===== src/core/ttcs_pkg.sv =====
package ttcs_pkg;

    // Register byte offsets on the APB bus.
    localparam logic [7:0] TTCS_TIMING_OFS  = 8'h00;
    localparam logic [7:0] TTCS_EGRESS_OFS  = 8'h04;
    localparam logic [7:0] TTCS_STATUS_OFS  = 8'h08;

    // Field positions in the timing options register.
    localparam int TTCS_HSBP_BIT     = 7;
    localparam int TTCS_OCSEL_BIT    = 4;
    localparam int TTCS_PLL_REFERENCE_SELECT_LSB   = 2;
    localparam int TTCS_REFDIV_BIT   = 1;
    localparam int TTCS_OVERRIDE_BIT = 0;

    // Field positions in the egress configuration register.
    localparam int TTCS_MODE_LSB     = 0;
    localparam int TTCS_TWO_MEG_BIT  = 2;
    localparam int TTCS_BYPASS_BIT   = 3;

    // Values after reset.
    localparam logic [7:0] TTCS_TIMING_RST = 8'h04;
    localparam logic [3:0] TTCS_EGRESS_RST = 4'h3;

    // Division ratios and gapping counts, in sampled source edges, and the pin synchronizer depth.
    localparam int TTCS_CT_DIV      = 8;
    localparam int TTCS_XM_DIV      = 24;
    localparam int TTCS_HS_DIV_SET  = 2;
    localparam int TTCS_HS_DIV_CLR  = 3;
    localparam int TTCS_GAP_FRAME   = 32;
    localparam int TTCS_GAP_FILLER  = 8;
    localparam int TTCS_SYNC_STAGES = 3;

    typedef struct packed {
        logic       hsbp;
        logic       ocsel;
        logic [1:0] pll_reference_select;
        logic       refdiv;
        logic       override;
    } ttcs_timing_t;

    typedef struct packed {
        logic       fifo_bypass;
        logic       two_meg;
        logic [1:0] mode;
    } ttcs_egress_t;

    typedef enum logic [1:0] {
        TTCS_SM_JA = 2'h0,
        TTCS_SM_CT = 2'h1,
        TTCS_SM_XM = 2'h2
    } ttcs_smooth_t;

    typedef enum logic [1:0] {
        TTCS_LN_PLL    = 2'h0,
        TTCS_LN_FIFO   = 2'h1,
        TTCS_LN_EGRESS = 2'h2
    } ttcs_line_t;

    typedef enum logic [1:0] {
        TTCS_REF_GAPPED = 2'h0,
        TTCS_REF_EGRESS = 2'h1,
        TTCS_REF_RX     = 2'h2,
        TTCS_REF_CT     = 2'h3
    } ttcs_ref_t;

endpackage


===== src/core/ttcs_clk_mux.sv =====
`timescale 1ns/1ps
module ttcs_clk_mux
    import ttcs_pkg::*;
#(
    parameter int N = 4,
    parameter int W = 2
) (
    // Clock and reset.
    input  wire logic         pclk,
    input  wire logic         presetn,
    // Sources and selection.
    input  wire logic [N-1:0] src,
    input  wire logic [W-1:0] sel,
    // Selected clock.
    output logic              out_ff
);

    logic [W-1:0] cur_ff;
    logic [W-1:0] nxt_cur;
    logic         nxt_out;
    wire          pending  = (sel != cur_ff);
    wire          src_cur  = src[cur_ff];
    wire          src_new  = src[sel];

    // A pending switch lets the current high phase finish, parks low, and
    // moves over only while the new source is low, so no period is cut.
    assign nxt_cur = (pending && !out_ff && !src_new) ? sel : cur_ff;
    assign nxt_out = pending ? (out_ff && src_cur) : src_cur;

    always_ff @(posedge pclk or negedge presetn) begin
        if (!presetn) begin
            cur_ff <= '0;
            out_ff <= 1'b0;
        end else begin
            cur_ff <= nxt_cur;
            out_ff <= nxt_out;
        end
    end
endmodule


===== src/core/ttcs_timing_select.sv =====
// The APB register port and the placing of the registers are this design's own decisions.
`timescale 1ns/1ps
module ttcs_timing_select
    import ttcs_pkg::*;
(
    // Clock and reset.
    input  wire logic        pclk,
    input  wire logic        presetn,
    // APB slave.
    input  wire logic [7:0]  paddr,
    input  wire logic        psel,
    input  wire logic        penable,
    input  wire logic        pwrite,
    input  wire logic [31:0] pwdata,
    output logic [31:0]      prdata_ff,
    output logic             pready_ff,
    output logic             pslverr_ff,
    // Clock pins.
    input  wire logic        ja_smooth_clock,
    input  wire logic        common_transmit_clock,
    input  wire logic        master_clock_in,
    input  wire logic        egress_clock_in,
    input  wire logic        receive_line_clock,
    input  wire logic        ja_pll_clock,
    // Derived clocks.
    output logic             smooth_clock_ff,
    output logic             fifo_output_clock_ff,
    output logic             pll_reference_ff,
    output logic             transmit_line_clock_ff,
    output logic             high_speed_clock_ff,
    output logic             gapped_egress_clock_ff
);

    ////////////////////////////////////////////////////////////////////////
    // Pin sampling.

    localparam int NPIN = 6;
    localparam int P_JA = 0;
    localparam int P_CT = 1;
    localparam int P_XM = 2;
    localparam int P_EG = 3;
    localparam int P_RX = 4;
    localparam int P_PL = 5;

    wire  [NPIN-1:0] pin_raw = {ja_pll_clock, receive_line_clock,
                                egress_clock_in, master_clock_in,
                                common_transmit_clock, ja_smooth_clock};
    logic [NPIN-1:0] filt_ff;
    logic [NPIN-1:0] filt_d_ff;
    wire  [NPIN-1:0] rise = filt_ff & ~filt_d_ff;
    wire  [NPIN-1:0] fall = ~filt_ff & filt_d_ff;

    genvar g;
    generate
        for (g = 0; g < NPIN; g++) begin : g_sync
            logic [TTCS_SYNC_STAGES-1:0] s_ff;
            // A level counts only once the second and third stage agree.
            always_ff @(posedge pclk or negedge presetn) begin
                if (!presetn) begin
                    s_ff         <= '0;
                    filt_ff[g]   <= 1'b0;
                    filt_d_ff[g] <= 1'b0;
                end else begin
                    s_ff <= {s_ff[TTCS_SYNC_STAGES-2:0], pin_raw[g]};
                    if (s_ff[1] == s_ff[2])
                        filt_ff[g] <= s_ff[2];
                    filt_d_ff[g] <= filt_ff[g];
                end
            end
        end
    endgenerate

    ////////////////////////////////////////////////////////////////////////
    // Registers.

    ttcs_timing_t timing_ff;
    ttcs_egress_t egress_ff;

    wire acc       = psel && penable && !pready_ff;
    wire hit_tim   = (paddr == TTCS_TIMING_OFS);
    wire hit_egr   = (paddr == TTCS_EGRESS_OFS);
    wire hit_sta   = (paddr == TTCS_STATUS_OFS);
    wire mapped    = hit_tim || hit_egr || hit_sta;
    // A write lands at the edge where the master sees pready_ff high, while
    // it still holds address and data.
    wire done      = psel && penable && pready_ff;
    wire wr_tim    = done && pwrite && hit_tim;
    wire wr_egr    = done && pwrite && hit_egr;

    ttcs_smooth_t smooth_sel;
    ttcs_line_t   line_sel;
    ttcs_ref_t    ref_sel;

    wire [31:0] rd_tim = {24'h0, timing_ff.hsbp, 2'h0, timing_ff.ocsel,
                          timing_ff.pll_reference_select, timing_ff.refdiv,
                          timing_ff.override};
    wire [31:0] rd_egr = {28'h0, egress_ff};
    wire [31:0] rd_sta = {26'h0, ref_sel, line_sel, smooth_sel};
    wire [31:0] nxt_rdata = (!acc || pwrite) ? 32'h0 :
                            hit_tim ? rd_tim :
                            hit_egr ? rd_egr :
                            hit_sta ? rd_sta : 32'h0;

    always_ff @(posedge pclk or negedge presetn) begin
        if (!presetn) begin
            timing_ff  <= ttcs_timing_t'({TTCS_TIMING_RST[7],
                                          TTCS_TIMING_RST[4:0]});
            egress_ff  <= ttcs_egress_t'(TTCS_EGRESS_RST);
            prdata_ff  <= 32'h0;
            pready_ff  <= 1'b0;
            pslverr_ff <= 1'b0;
        end else begin
            if (wr_tim)
                timing_ff <= {pwdata[TTCS_HSBP_BIT], pwdata[TTCS_OCSEL_BIT],
                              pwdata[TTCS_PLL_REFERENCE_SELECT_LSB+:2],
                              pwdata[TTCS_REFDIV_BIT],
                              pwdata[TTCS_OVERRIDE_BIT]};
            if (wr_egr)
                egress_ff <= {pwdata[TTCS_BYPASS_BIT],
                              pwdata[TTCS_TWO_MEG_BIT],
                              pwdata[TTCS_MODE_LSB+:2]};
            prdata_ff  <= nxt_rdata;
            pready_ff  <= acc;
            pslverr_ff <= acc && !mapped;
        end
    end

    ////////////////////////////////////////////////////////////////////////
    // Dividers and gapping.

    logic [3:0] ct_cnt_ff;
    logic [3:0] xm_cnt_ff;
    logic [1:0] hs_cnt_ff;
    logic [4:0] gap_cnt_ff;
    logic       ct_div_ff;
    logic       xm_div_ff;

    localparam logic [3:0] CT_HALF = 4'(TTCS_CT_DIV / 2 - 1);
    localparam logic [3:0] XM_HALF = 4'(TTCS_XM_DIV / 2 - 1);
    localparam logic [1:0] HS_SET  = 2'(TTCS_HS_DIV_SET - 1);
    localparam logic [1:0] HS_CLR  = 2'(TTCS_HS_DIV_CLR - 1);
    localparam logic [4:0] GAP_END = 5'(TTCS_GAP_FRAME - 1);
    localparam logic [4:0] GAP_FIL = 5'(TTCS_GAP_FILLER);

    wire [1:0] hs_top  = timing_ff.hsbp ? HS_SET : HS_CLR;
    wire       ct_wrap = (ct_cnt_ff == CT_HALF);
    wire       xm_wrap = (xm_cnt_ff == XM_HALF);
    wire       hs_wrap = (hs_cnt_ff >= hs_top);
    // The first byte time of each 32-bit group is filler and is gapped out.
    // The count steps on falling edges, so it holds through a high phase and
    // a gapped high phase is never cut short.
    wire       gap_open = (gap_cnt_ff >= GAP_FIL) || !egress_ff.two_meg;

    always_ff @(posedge pclk or negedge presetn) begin
        if (!presetn) begin
            ct_cnt_ff  <= 4'h0;
            xm_cnt_ff  <= 4'h0;
            hs_cnt_ff  <= 2'h0;
            gap_cnt_ff <= 5'h0;
            ct_div_ff  <= 1'b0;
            xm_div_ff  <= 1'b0;
        end else begin
            if (rise[P_CT]) begin
                ct_cnt_ff <= ct_wrap ? 4'h0 : ct_cnt_ff + 4'h1;
                ct_div_ff <= ct_div_ff ^ ct_wrap;
            end
            if (rise[P_XM]) begin
                xm_cnt_ff <= xm_wrap ? 4'h0 : xm_cnt_ff + 4'h1;
                xm_div_ff <= xm_div_ff ^ xm_wrap;
                hs_cnt_ff <= hs_wrap ? 2'h0 : hs_cnt_ff + 2'h1;
            end
            if (fall[P_EG])
                gap_cnt_ff <= (gap_cnt_ff == GAP_END) ? 5'h0 :
                              gap_cnt_ff + 5'h1;
        end
    end

    always_ff @(posedge pclk or negedge presetn) begin
        if (!presetn) begin
            high_speed_clock_ff    <= 1'b0;
            gapped_egress_clock_ff <= 1'b0;
        end else begin
            high_speed_clock_ff    <= (hs_cnt_ff == 2'h0);
            gapped_egress_clock_ff <= filt_ff[P_EG] && gap_open;
        end
    end

    ////////////////////////////////////////////////////////////////////////
    // Source selection.

    wire slave_mode = egress_ff.mode[1];
    // The unsupported divider-set, override-clear code falls back to the
    // attenuator clock rather than an undefined source.
    assign smooth_sel = !timing_ff.override ? TTCS_SM_JA :
                        timing_ff.refdiv    ? TTCS_SM_XM :
                                              TTCS_SM_CT;
    assign ref_sel = (timing_ff.pll_reference_select == 2'h0 && egress_ff.two_meg) ?
                         TTCS_REF_GAPPED :
                     (timing_ff.pll_reference_select[1] == 1'b0) ? TTCS_REF_EGRESS :
                     ttcs_ref_t'(timing_ff.pll_reference_select);
    wire pll_unused = timing_ff.ocsel || timing_ff.override;
    wire bypass     = slave_mode && egress_ff.fifo_bypass &&
                      !egress_ff.two_meg;
    assign line_sel = bypass     ? TTCS_LN_EGRESS :
                      pll_unused ? TTCS_LN_FIFO :
                                   TTCS_LN_PLL;

    wire [3:0] sm_src  = {1'b0, xm_div_ff, ct_div_ff, filt_ff[P_JA]};
    wire [1:0] fo_src  = {filt_ff[P_CT], smooth_clock_ff};
    wire [3:0] ref_src = {filt_ff[P_CT], filt_ff[P_RX], filt_ff[P_EG],
                          gapped_egress_clock_ff};
    wire [3:0] ln_src  = {1'b0, filt_ff[P_EG], fifo_output_clock_ff,
                          filt_ff[P_PL]};

    ttcs_clk_mux #(.N(4), .W(2)) u_smooth (
        .pclk    (pclk),
        .presetn (presetn),
        .src     (sm_src),
        .sel     (smooth_sel),
        .out_ff  (smooth_clock_ff)
    );

    ttcs_clk_mux #(.N(2), .W(1)) u_fifo_out (
        .pclk    (pclk),
        .presetn (presetn),
        .src     (fo_src),
        .sel     (timing_ff.ocsel),
        .out_ff  (fifo_output_clock_ff)
    );

    ttcs_clk_mux #(.N(4), .W(2)) u_pll_ref (
        .pclk    (pclk),
        .presetn (presetn),
        .src     (ref_src),
        .sel     (ref_sel),
        .out_ff  (pll_reference_ff)
    );

    ttcs_clk_mux #(.N(4), .W(2)) u_line (
        .pclk    (pclk),
        .presetn (presetn),
        .src     (ln_src),
        .sel     (line_sel),
        .out_ff  (transmit_line_clock_ff)
    );
endmodule


===== config.mk =====
export PLATFORM = sky130hd
export DESIGN_NAME = ttcs_timing_select
export DESIGN_NICKNAME = d
export VERILOG_FILES = /design/src/core/ttcs_pkg.sv /design/src/core/ttcs_clk_mux.sv /design/src/core/ttcs_timing_select.sv
export SDC_FILE = /design/constraint.sdc
export NUM_CORES = 1
export LEC_CHECK = 0
export BUFFER_PORTS_ARGS = -buffer_cell sky130_fd_sc_hd__buf_2
export CORE_MARGIN = 3
export CORE_UTILIZATION = 47
export DETAILED_ROUTE_END_ITERATION = 6
export PLACE_DENSITY = 0.75
export REMOVE_ABC_BUFFERS = 1
export SKIP_LAST_GASP = 1
export SYNTH_ARGS = -nofsm -noshare
export SYNTH_HDL_FRONTEND = slang
export SYNTH_SLANG_ARGS = --single-unit

===== constraint.sdc =====
create_clock -name pclk -period 1.6 [get_ports pclk]
set_input_delay 0.08 -clock pclk [delete_from_list [all_inputs] [get_ports pclk]]
set_output_delay 0.08 -clock pclk [all_outputs]
set_load 0.05 [all_outputs]

* Yosys cells after proc, flatten, opt, wreduce, memory -nomap -nowiden *
Cells that the tools add are included.

storage, ports and cells
  register bits after elaboration = 78
  bits of input ports = 51
  output and inout port bits = 40
  word-level logic and storage cells = 156

cells by class
  add/subtract/negate cells = 4
  $lt $le $gt $ge = 10
  equality and inequality tests = 15
  muxes and demuxes = 35
  bitwise logic cells = 6
  reductions and logical operators = 43

operators with widths
  cell                                                                    count
  1-bit logical AND                                                       23
  2-bit by 3-bit < comparator with 1-bit output (second input constant)   6
  8-bit 2-to-1 mux                                                        2
  1-bit 2-to-1 mux                                                        15
  2-bit 2-to-1 mux                                                        7
  1-bit binary-select mux with 2-bit select                               6
  1-bit zero test                                                         12
  6-bit 2-to-1 mux                                                        2
  4-bit by 1-bit adder with 4-bit output (second input constant)          2
  8-bit by 3-bit equality test with 1-bit output (second input constant)  1
  8-bit by 4-bit equality test with 1-bit output (second input constant)  1
  8-bit zero test                                                         1
  4-bit 2-to-1 mux                                                        2
  1-bit equality test                                                     6
  2-bit inequality test                                                   3
  5-bit by 1-bit adder with 5-bit output (second input constant)          1
  5-bit equality test (second input constant)                             1
  5-bit by 4-bit >= comparator with 1-bit output (second input constant)  1
  1-bit logical OR                                                        5
  5-bit 2-to-1 mux                                                        1
  4-bit AND                                                               1
  4-bit by 2-bit equality test with 1-bit output (second input constant)  1
  4-bit equality test (second input constant)                             1
  2-bit zero test                                                         2
  other kinds (8)                                                         10

* Longest topological paths before layout *
Gate-level depths: netlist of run 1.

  depth after elaboration = 7
  gate-level depth with buffers = 6
  gate-level depth less buffers = 6

* Modules after synthesis *
Synthesis of run 1 repeated with hierarchy kept, for this count alone.

second synthesis, totals
  cell total of the unflattened synthesis = 277
  area, all modules = 3422.0 um^2

modules (own cells, without submodules)
  module                      instances  cells an instance  area each (um^2)  seq. area each (um^2)
  ttcs_timing_select          1          221                2755.1            1630.3
  ttcs_clk_mux at u_line ...  3          16                 188.9             75.1
  ttcs_clk_mux at u_fifo_out  1          8                  100.1             50.0

* Worst setup path after synthesis of run 1 *
No wires, ideal clock.

  path kind = register to register
  from = reg pready_ff
  to = reg timing_ff, in the netlist rd_tim[0]
  library setup time = 0.125 ns
  arrival = 1.506 ns
  required time = 1.475 ns
  path slack = -0.031 ns
  stages on the path, launching flop included = 4
  path buffers = 0
  period minus slack after synthesis = 1.631 ns
  cells stage by stage = dfrtp_1 -> nand2_1 -> nor4_4 -> mux2_2

on the way
  word-level cells in the longest chain between the ends = 3

ends and longest elaborated chain
  element                         RTL line                   RTL
  start, declared                 ttcs_timing_select.sv:16   output logic pready_ff,
  start signal, assigned          ttcs_timing_select.sv:110  pready_ff <= 1'b0;
  start signal, assigned          ttcs_timing_select.sv:123  pready_ff <= acc;
  1-bit logical AND               ttcs_timing_select.sv:86   wire done = psel && penable && pready_ff;
  1-bit logical AND (2 in a row)  ttcs_timing_select.sv:87   wire wr_tim = done && pwrite && hit_tim;
  end signal, assigned            ttcs_timing_select.sv:106  timing_ff <= ttcs_timing_t'({TTCS_TIMING_RST[7],
  end signal, assigned            ttcs_timing_select.sv:114  timing_ff <= {pwdata[TTCS_HSBP_BIT], pwdata[TTCS_OCSEL_BIT],
  end, declared                   ttcs_timing_select.sv:76   ttcs_timing_t timing_ff;

No other way between the ends.
A chain may end at the register's enable or synchronous reset.

* Worst setup path after layout of run 1 *
  from = reg gap_cnt_ff[0]
  to = reg gap_cnt_ff[2]

on the way
  word-level cells in the longest chain between the ends = 2
  elaborated cells between the ends (all ways) = 3
  those cells by class = add/sub: 1; eq/ne: 1; mux: 1

ends and longest elaborated chain
  element                                                                               RTL line                                              RTL
  start, declared                                                                       ttcs_timing_select.sv:134                             logic [4:0] gap_cnt_ff;
  start signal, assigned                                                                ttcs_timing_select.sv:173                             gap_cnt_ff <= (gap_cnt_ff == GAP_END) ? 5'h0 :
  5-bit by 1-bit adder with 5-bit output / 5-bit equality test (equally long branches)  ttcs_timing_select.sv:174, ttcs_timing_select.sv:173
  5-bit 2-to-1 mux (*)                                                                  ttcs_timing_select.sv:173

Mark *: on every way between the ends. The rest lies on a longest branch, timed or not.

==> flow_summary.toml, run 1 <==
[outcome]
outcome = "finished, final reports clean"

[sta]
setup_viol = 0
rsz0062_at_grt = "true"
timing.fmax_mhz = 675
clock_skew_ns = 0.00910
layout_min_cycle_time_ns = 1.48
period_share_pct = 92.7
slew_violations = 0
finalHoldViolCount = 0

[floorplanning]
die_w_um = 91.2
core_um2 = 6910
io_pins = 91
die-area_um2 = 8320
die_y_um = 91.2
rows = 30
initial_utilization_pct = 49.4

[routing]
ant_nets = 0
drc = 0
dr.pass1.iters = 4
finalWirelength_um = 6360
via_count = 2391
drt_iter0_drc = 115
wire_per_inst_um = 13.4
vias_per_cell = 5.04

[clock_tree]
clk_pin_slew_worst_paths_ns = 0.08
htree_levels = 3
clock_latency_ns = 0.34
cts_tree = "yes"
cts_buffers = 9
ctsRootBufferMaster = "clkbuf_8"
cts.sinks = 76
clockBufferDepth = 2

[pwr]
p_sw_mw = 1.44
vdd_drop_max_mv = 0.588
powerDensity_nw_per_um2 = 1210
clock_power_share_pct = 33.8
p_int_mw = 3.52
leakage_nw = 1.94
p_comb_share_pct = 18.5
seqPwrFrac_pct = 47.7
switching_share_pct = 29.0

[layout]
fin_nets = 431
antennaDiodeCount = 0
finalNonFillerCells = 474
utilization_pct = 59.2
drive_gt1_share_pct = 25.4
layout_commonest_cell = "dfrtp_1"
seqCellArea_um2 = 1910
multi_input_area_um2 = 1350
most-common-layout-cells = "dfrtp_1, buf_2, nand2_1"
fillers = 578
area_growth_pct = 19.9

[flow_run]
maxCapViolCount = 0

[setup_path]
crit_fanout = 4
critical_path.max_stage_delay_ns = 0.41
crit_type = "flop to flop"
crit_path_frequent_cell = "ha_1"
cp_top_family = "adder cells"
slowest_stage = "dfrtp_1"
startpoint_type = "flop"
cp_cell_sequence = "ha_1 -> and3_1 -> ha_1 -> nor2_2 -> nand2_1 -> o21ai_0"
path_buf_inv = 0
crit_required_ns = 1.86
arrival_ns = 1.74
end_kind = "flop"

[synthesis]
synth_top_area_share_pct = 53.5
yosysWarnings = 0
async_flop_share_pct = 100
yosysTopAreaCell = "dfrtp_1"
syn-cell-area_um2 = 3410
synthCells = 304
synth.area.top_cells = "dfrtp_1, buf_4, mux2_2"
synth.distinct_cells = 41
synth.avg_cell_area_um2 = 11.2
synth_edf_count = 0
ys_seq_area_share_pct = 55.8
synth-seq-cells = 76
synth_ff_type = "dfrtp_1"

[placement]
port_buffers = 39
place_congestion = 0.855
dp.cells = 444
hpwlAfterDp_um = 4440

[grt]
grt_max_degree = 38
grt_pass1_wl_um = 11000
grt_pass1_vias = 2312
grt_usage_pct = 16.9
antenna_found_initial = 0
gr-total-overflow = 0

[min_path]
hold_path.class = "input pin to flop"
-- kinds of logic after synthesis --
logic type,after synthesis,share of synthesized area (%)
AND/OR/NAND/NOR,97,15.2
flip-flops,76,55.8
AO/OA/AOI/OAI,47,7.81
buffers and inverters,41,7.52
multiplexers,22,7.37
adder cells (fa/ha/maj),13,4.33
XOR/XNOR,7,1.80
other,1,0.110
-- layout make-up --
type / instances / share of cell area, %
flip-flops and latches: 76 / 46.6
multi-input cells: 211 / 33.0
repair buffers: 66 / 10.9
inverters: 9 / 0.826
well taps: 96 / 2.94
clock inverters: 4 / 1.71
clock buffers: 12 / 4.04
-- Yosys cell counts, drive strengths merged (2+ instances only) --
master and instances:
nor2 27, xnor2 6, nor4 3, nand3b 3, mux2 15, mux2i 6
or3 2, nand3 2, o21ai 23, nor3 12, ha 7, dfstp 3
maj3 6, clkbuf 5, a31oi 2, nand2 26, nor3b 3, inv 9
a211oi 2, nor2b 8, a21oi 14, nand2b 6, o31ai 2, buf 27
dfrtp 73
-- sequential cells by signal (all words and copies together), names as in the netlist, 2 cells and up --
register,count
u_line.cur_ff,2
prdata_ff,7
hs_cnt_ff,2
g_sync.s_ff,18
gap_cnt_ff,5
rd_tim,6
egress_ff,4
u_pll_ref.cur_ff,2
ct_cnt_ff,4
filt_d_ff,3
u_smooth.cur_ff,2
xm_cnt_ff,4
filt_ff,6
-- worst reg2reg max path, delay by kind of cell, from the launching register on --
kind | cells | cell delay [ns]
and+or+nand+nor | 3 | 0.38
AOI/OAI and AO/OA | 1 | 0.14
adders and majority gates | 2 | 0.47
DFF | 1 | 0.41
-- power groups by stage --
stage               Clock (mW)  Combinational (mW)  Sequential (mW)
finish                    1.67               0.917             2.37
global route              1.80                1.03             2.40
CTS                       1.71               0.929             2.37
detailed placement           0               0.900             2.40
floorplan                    0               0.572             2.45
global placement             0               0.853             2.39
-- worst paths after layout --
path / slack [ns] / start / end / cells after the start
hold reg to reg: 0.35 / g_sync[0].s_ff[0]$_DFF_PN0_ / g_sync[0].s_ff[1]$_DFF_PN0_ / 0
max in group asynchronous: 0.75 / presetn / egress_ff[1]$_DFFE_PN1P_ / 3
setup reg to reg: 0.12 / gap_cnt_ff[0]$_DFFE_PN0P_ / gap_cnt_ff[2]$_DFFE_PN0P_ / 6
min in group asynchronous: 0.25 / presetn / hs_cnt_ff[0]$_DFFE_PN0P_ / 2
setup / recovery: 0.12 / gap_cnt_ff[0]$_DFFE_PN0P_ / gap_cnt_ff[2]$_DFFE_PN0P_ / 6
hold / removal: 0.07 / penable / pready_ff$_DFF_PN0_ / 4
-- repair_timing --
| item | 4_1_cts | 5_1_grt |
|---|---|---|
| gates resized for setup | 0 | 4 |
| endpoints found under the setup margin | 0 | 3 |
| endpoints found under the hold margin | 49 | 0 |
| buffers inserted | 0 | 0 |
| hold buffers | 14 | 0 |
-- stage by stage --
step	total power, mW	setup TNS, ns	instance area, um^2	hold slack, ns	worst slack (ns)
CTS	5.01	0	4080	0.0509	0.0984
detailed placement	3.30	-0.395	3710	0.0824	-0.0882
floorplan	3.02	-0.123	3280	-0.216	-0.0308
global placement	3.24	-0.00998	3710	0.0774	-0.00428
global route	5.23	-0.0274	4090	0.0663	-0.0274
finish	4.96	0	4090	0.0717	0.118
-- per-layer routing --
metal / GRT usage (%) / wire (um)
met4: 7.91 / 104
met2: 26.7 / 3140
met3: 4.31 / 337
met5: 0 / 0
met1: 21.7 / 2770
(Power assumes the default switching activity.)
==> run 2: changes to the inputs <==
--- a/config.mk
+++ b/config.mk
@@ -5,6 +5,7 @@
 export SDC_FILE = /design/constraint.sdc
 export NUM_CORES = 1
 export LEC_CHECK = 0
+export ABC_AREA = 1
 export BUFFER_PORTS_ARGS = -buffer_cell sky130_fd_sc_hd__buf_2
 export CORE_MARGIN = 3
 export CORE_UTILIZATION = 47
@@ -15,3 +16,4 @@
 export SYNTH_ARGS = -nofsm -noshare
 export SYNTH_HDL_FRONTEND = slang
 export SYNTH_SLANG_ARGS = --single-unit
+export TNS_END_PERCENT = 5
==> flow_summary.toml, run 2 <==
[outcome]
outcome = "finished, final reports clean"

[min_path]
hold_path.class = "input pin to flop"

[layout]
fillers = 632
reg.largest.list = "g_sync.s_ff x18, prdata_ff x7"
area_growth_pct = 15.7
fin_nets = 490
layout_commonest_cell = "nand2_1"
antennaDiodeCount = 0
regMostFlops = "g_sync.s_ff"
largest_register_ff_count = 18
finalNonFillerCells = 533
most-common-layout-cells = "nand2_1, dfrtp_1, inv_1"
drive_gt1_share_pct = 17.6

[synthesis]
yosysWarnings = 0
synth.distinct_cells = 35
synthCells = 371
synth.area.top_cells = "dfrtp_1, nand2_1, inv_1"
syn-cell-area_um2 = 3450
synth_ff_type = "dfrtp_1"
ys_seq_area_share_pct = 55.2
async_flop_share_pct = 100
yosys.cell_count.top_type = "nand2_1"
yosysTopAreaCell = "dfrtp_1"
synth.avg_cell_area_um2 = 9.30
synth_edf_count = 0
synth-seq-cells = 76
synthTopCellsByCount = "nand2_1, dfrtp_1, inv_1, buf_4, nor2_1"
synth_top_area_share_pct = 53.0

[placement]
place_congestion = 0.790
dpl_worst_slack_ns = 0.112
dp.cells = 506
port_buffers = 39
hpwlAfterDp_um = 4560

[floorplanning]
rows = 30
die-area_um2 = 8400
die_y_um = 91.7
io_pins = 91
core_um2 = 6940
die_w_um = 91.7
initial_utilization_pct = 49.7

[clock_tree]
clockBufferDepth = 2
cts_buffers = 9
cts_tree = "yes"
clk_pin_slew_worst_paths_ns = 0.08
clock_latency_ns = 0.35
htree_levels = 3
post-cts-setup-buffers = 0
cts.sinks = 76
ctsRootBufferMaster = "clkbuf_8"

[setup_path]
crit_required_ns = 1.84
crit_fanout = 4
end_kind = "flop"
arrival_ns = 1.67
crit_type = "flop to flop"
startpoint_type = "flop"

[grt]
grt_pass1_wl_um = 10600
antenna_found_initial = 0
grt_usage_pct = 15.9
grt_max_degree = 40
grt_pass1_vias = 2381
gr-total-overflow = 0

[sta]
hold_ws_ns = 0.00975
period_share_pct = 89.6
finalSetupTns_ns = 0
finalHoldViolCount = 0
slew_violations = 0
timing.fmax_mhz = 698
worst_slack_ns = 0.167
setup_viol = 0
rsz0062_at_grt = "false"
clock_skew_ns = 0.00832
layout_min_cycle_time_ns = 1.43

[pwr]
powerDensity_nw_per_um2 = 1240
vdd_drop_max_mv = 0.644
leakage_nw = 2.02

[routing]
ant_nets = 0
via_count = 2477
wire_per_inst_um = 11.5
vias_per_cell = 4.65
drc = 0
dr.pass1.iters = 4
finalWirelength_um = 6150
drt_iter0_drc = 168

[flow_run]
maxCapViolCount = 0
[run 2: report_power, final]
part	leakage (nW)	internal (mW)	total, mW	switching, mW
combinational	0.995	0.375	1.18	0.805
clock	0.0982	0.682	1.35	0.667
sequential	0.932	2.22	2.43	0.212
total	2.02	3.27	4.96	1.68
[run 2: layer usage]
layer	global-route usage, %	up-vias	wire length [um]
li1	-	1260	-
met1	21.1	1139	2920
met2	25.0	68	2790
met3	3.28	10	319
met4	7.54	0	113
met5	0	-	0
[run 2: final timing paths]
check | start | to | slack (ns) | depth (start not counted)
hold / removal | pwdata[0] | rd_tim[0]$_DFFE_PN0P_ | 0.01 | 3
min in group asynchronous | presetn | u_smooth.cur_ff[0]$_DFFE_PN0P_ | 0.24 | 2
max in group asynchronous | presetn | filt_ff[1]$_DFFE_PN0N_ | 0.80 | 3
setup reg to reg | egress_ff[1]$_DFFE_PN1P_ | u_line.cur_ff[0]$_DFFE_PN0P_ | 0.17 | 9
setup / recovery | egress_ff[1]$_DFFE_PN1P_ | u_line.cur_ff[0]$_DFFE_PN0P_ | 0.17 | 9
hold reg to reg | g_sync[3].s_ff[0]$_DFF_PN0_ | g_sync[3].s_ff[1]$_DFF_PN0_ | 0.35 | 0
[run 2: worst max-delay path: stages, from the launching register on]
cell	delay (ns)
dfstp_2	0.57
nand2_1	0.05
nor2_1	0.19
nand2_1	0.08
nand2_1	0.06
inv_1	0.03
nand2_1	0.11
nand3_1	0.11
nand2_1	0.08
nand2_1	0.04
[run 2: timing repair]
item,4_1_cts,5_1_grt
endpoints found under the setup margin,0,2
hold endpoints to repair,44,0
resized for setup,0,1
hold buffers,11,0
[run 2: layout make-up]
cell class	instances	area [um^2]	share of cell area, %
sequential	76	1910	47.8
multi-input combinational	236	1220	30.7
timing repair buffer	53	343	8.59
inverter	56	210	5.27
clock buffer	12	165	4.14
tap	96	120	3.01
clock inverter	4	22.5	0.564
[run 2: metrics by stage]
stage	util [%]	cell area, um^2	total power [mW]
2_1_floorplan	-	3340	3.32
3_3_place_gp	53.1	3690	3.57
3_5_place_dp	53.1	3690	3.63
4_1_cts	57.4	3990	5.02
5_1_grt	57.5	3990	5.28
6_report	57.5	3990	4.96
[run 2: kinds of logic after synthesis]
logic type                 synth area share [%]
xor gates and xnor gates                   2.03
DFF                                        55.2
other                                     0.109
and+or+nand+nor                            17.2
buffers and inverters                      12.0
AOI/OAI and AO/OA                          9.18
adders and majority gates                  4.28
==> run 3: changes to the inputs <==
--- a/config.mk
+++ b/config.mk
@@ -12,6 +12,7 @@
 export DETAILED_ROUTE_END_ITERATION = 6
 export PLACE_DENSITY = 0.75
 export REMOVE_ABC_BUFFERS = 1
+export SETUP_SLACK_MARGIN = 0.3
 export SKIP_LAST_GASP = 1
 export SYNTH_ARGS = -nofsm -noshare
 export SYNTH_HDL_FRONTEND = slang
==> flow_summary.toml, run 3 (same netlist as run 2, synthesis figures left out) <==
[outcome]
outcome = "finished, final reports clean"

[layout]
regMostFlops = "g_sync.s_ff"
largest_register_ff_count = 18
drive_gt1_share_pct = 20.7
most-common-layout-cells = "nand2_1, dfrtp_1, inv_1"
layout_commonest_cell = "nand2_1"
finalNonFillerCells = 536
area_growth_pct = 17.5
utilization_pct = 58.4
fin_nets = 493
reg.largest.list = "g_sync.s_ff x18, prdata_ff x7"
antennaDiodeCount = 0

[routing]
ant_nets = 0
dr.pass1.iters = 4
drt_iter0_drc = 151
wire_per_inst_um = 11.7
vias_per_cell = 4.68
finalWirelength_um = 6250
via_count = 2508
drc = 0

[setup_path]
arrival_ns = 1.55
slowest_stage = "dfrtp_1"
reg2regPathDepth = 7
crit_start = "gap_cnt_ff[1]$_DFFE_PN0P_"
r2r-start = "gap_cnt_ff[1]$_DFFE_PN0P_"
path_buf_inv = 1
crit_fanout = 4
crit_cells = 7
end_kind = "flop"
cp_top_family = "adder cells"
cp_cell_sequence = "ha_2 -> nand2_1 -> nor2_1 -> ha_2 -> a21oi_1 -> o22ai_1 -> inv_1"
critical_path.max_stage_delay_ns = 0.38
crit_type = "flop to flop"
crit_path_frequent_cell = "ha_2"
crit_required_ns = 1.83
startpoint_type = "flop"

[floorplanning]
initial_utilization_pct = 49.7
rows = 30
die_y_um = 91.7
die-area_um2 = 8400
io_pins = 91
core_um2 = 6940
die_w_um = 91.7

[clock_tree]
clockBufferDepth = 2
htree_levels = 3
cts.sinks = 76
cts_tree = "yes"
cts_buffers = 9
ctsRootBufferMaster = "clkbuf_8"
clk_pin_slew_worst_paths_ns = 0.07
clock_latency_ns = 0.35

[sta]
rsz0062_at_grt = "true"
period_share_pct = 82.4
clock_skew_ns = 0.00850
layout_min_cycle_time_ns = 1.32
hold_ws_ns = 0.00684
slew_violations = 0
worst_slack_ns = 0.282
setup_viol = 0
finalHoldViolCount = 0
finalSetupTns_ns = 0
timing.fmax_mhz = 759

[grt]
grt_max_degree = 40
grt_pass1_vias = 2405
antenna_found_initial = 0
grt_pass1_wl_um = 10700
gr-total-overflow = 0
grt_usage_pct = 16.0

[pwr]
p_int_mw = 3.29
powerDensity_nw_per_um2 = 1230
switching_share_pct = 34.1
p_comb_share_pct = 24.4
p_sw_mw = 1.70
clock_power_share_pct = 27.0
seqPwrFrac_pct = 48.6
leakage_nw = 2.03
vdd_drop_max_mv = 0.637

[placement]
dp.cells = 506
place_congestion = 0.790
hpwlAfterDp_um = 4560
dpl_worst_slack_ns = 0.112
port_buffers = 39

[min_path]
hold_path.class = "input pin to flop"
hold_path_depth = 3
hold_start = "pwdata[0]"

[flow_run]
maxCapViolCount = 0
[run 3: power by group through the flow]
stage | Combinational [mW] | Clock, mW | Sequential [mW]
5_1_grt | 1.39 | 1.47 | 2.47
4_1_cts | 1.22 | 1.39 | 2.43
2_1_floorplan | 0.729 | 0 | 2.59
6_report | 1.22 | 1.35 | 2.43
3_5_place_dp | 1.17 | 0 | 2.47
3_3_place_gp | 1.12 | 0 | 2.45
[run 3: layout make-up]
class | instances | area, um^2
Inverter | 56 | 210
Clock inverter | 4 | 22.5
Multi-Input combinational cell | 236 | 1260
Timing Repair Buffer | 56 | 365
Fill cell | 627 | 2890
Clock buffer | 12 | 165
Sequential cell | 76 | 1910
Tap cell | 96 | 120
[run 3: worst register-to-register path: cells and delay by family (launching register included)]
family / cells / cell delay [ns]
flip-flops: 1 / 0.38
adder cells (fa/ha/maj): 2 / 0.42
AO/OA/AOI/OAI: 2 / 0.22
AND/OR/NAND/NOR: 2 / 0.15
buffers and inverters: 1 / 0.05
[run 3: final timing paths]
path,to,slack (ns)
min in group asynchronous,u_smooth.cur_ff[0]$_DFFE_PN0P_,0.23
worst max-delay path,gap_cnt_ff[2]$_DFFE_PN0P_,0.28
worst max register to register,gap_cnt_ff[2]$_DFFE_PN0P_,0.28
worst min-delay path,rd_tim[0]$_DFFE_PN0P_,0.007
max in group asynchronous,filt_ff[1]$_DFFE_PN0N_,0.81
worst min register to register,g_sync[3].s_ff[1]$_DFF_PN0_,0.35
[run 3: repair_timing]
action                                  4_1_cts  5_1_grt
endpoints found under the setup margin        7       21
hold endpoints to repair                     44        0
setup buffers                                 2        1
hold buffers                                 11        0
pin swaps                                     2        1
resized for setup                             8        8
[run 3: metrics by stage]
step	power (mW)	instance area (um^2)
2_1_floorplan	3.32	3340
3_5_place_dp	3.63	3690
6_report	5.00	4050
4_1_cts	5.04	4020
5_1_grt	5.32	4050
3_3_place_gp	3.57	3690
[run 3: per-layer routing]
layer / routed length [um] / track usage [%] / up-vias
met5: 0 / 0 / -
met3: 391 / 3.28 / 11
met1: 2840 / 21.1 / 1155
met2: 2900 / 25.4 / 74
li1: - / - / 1268
met4: 119 / 7.54 / 0
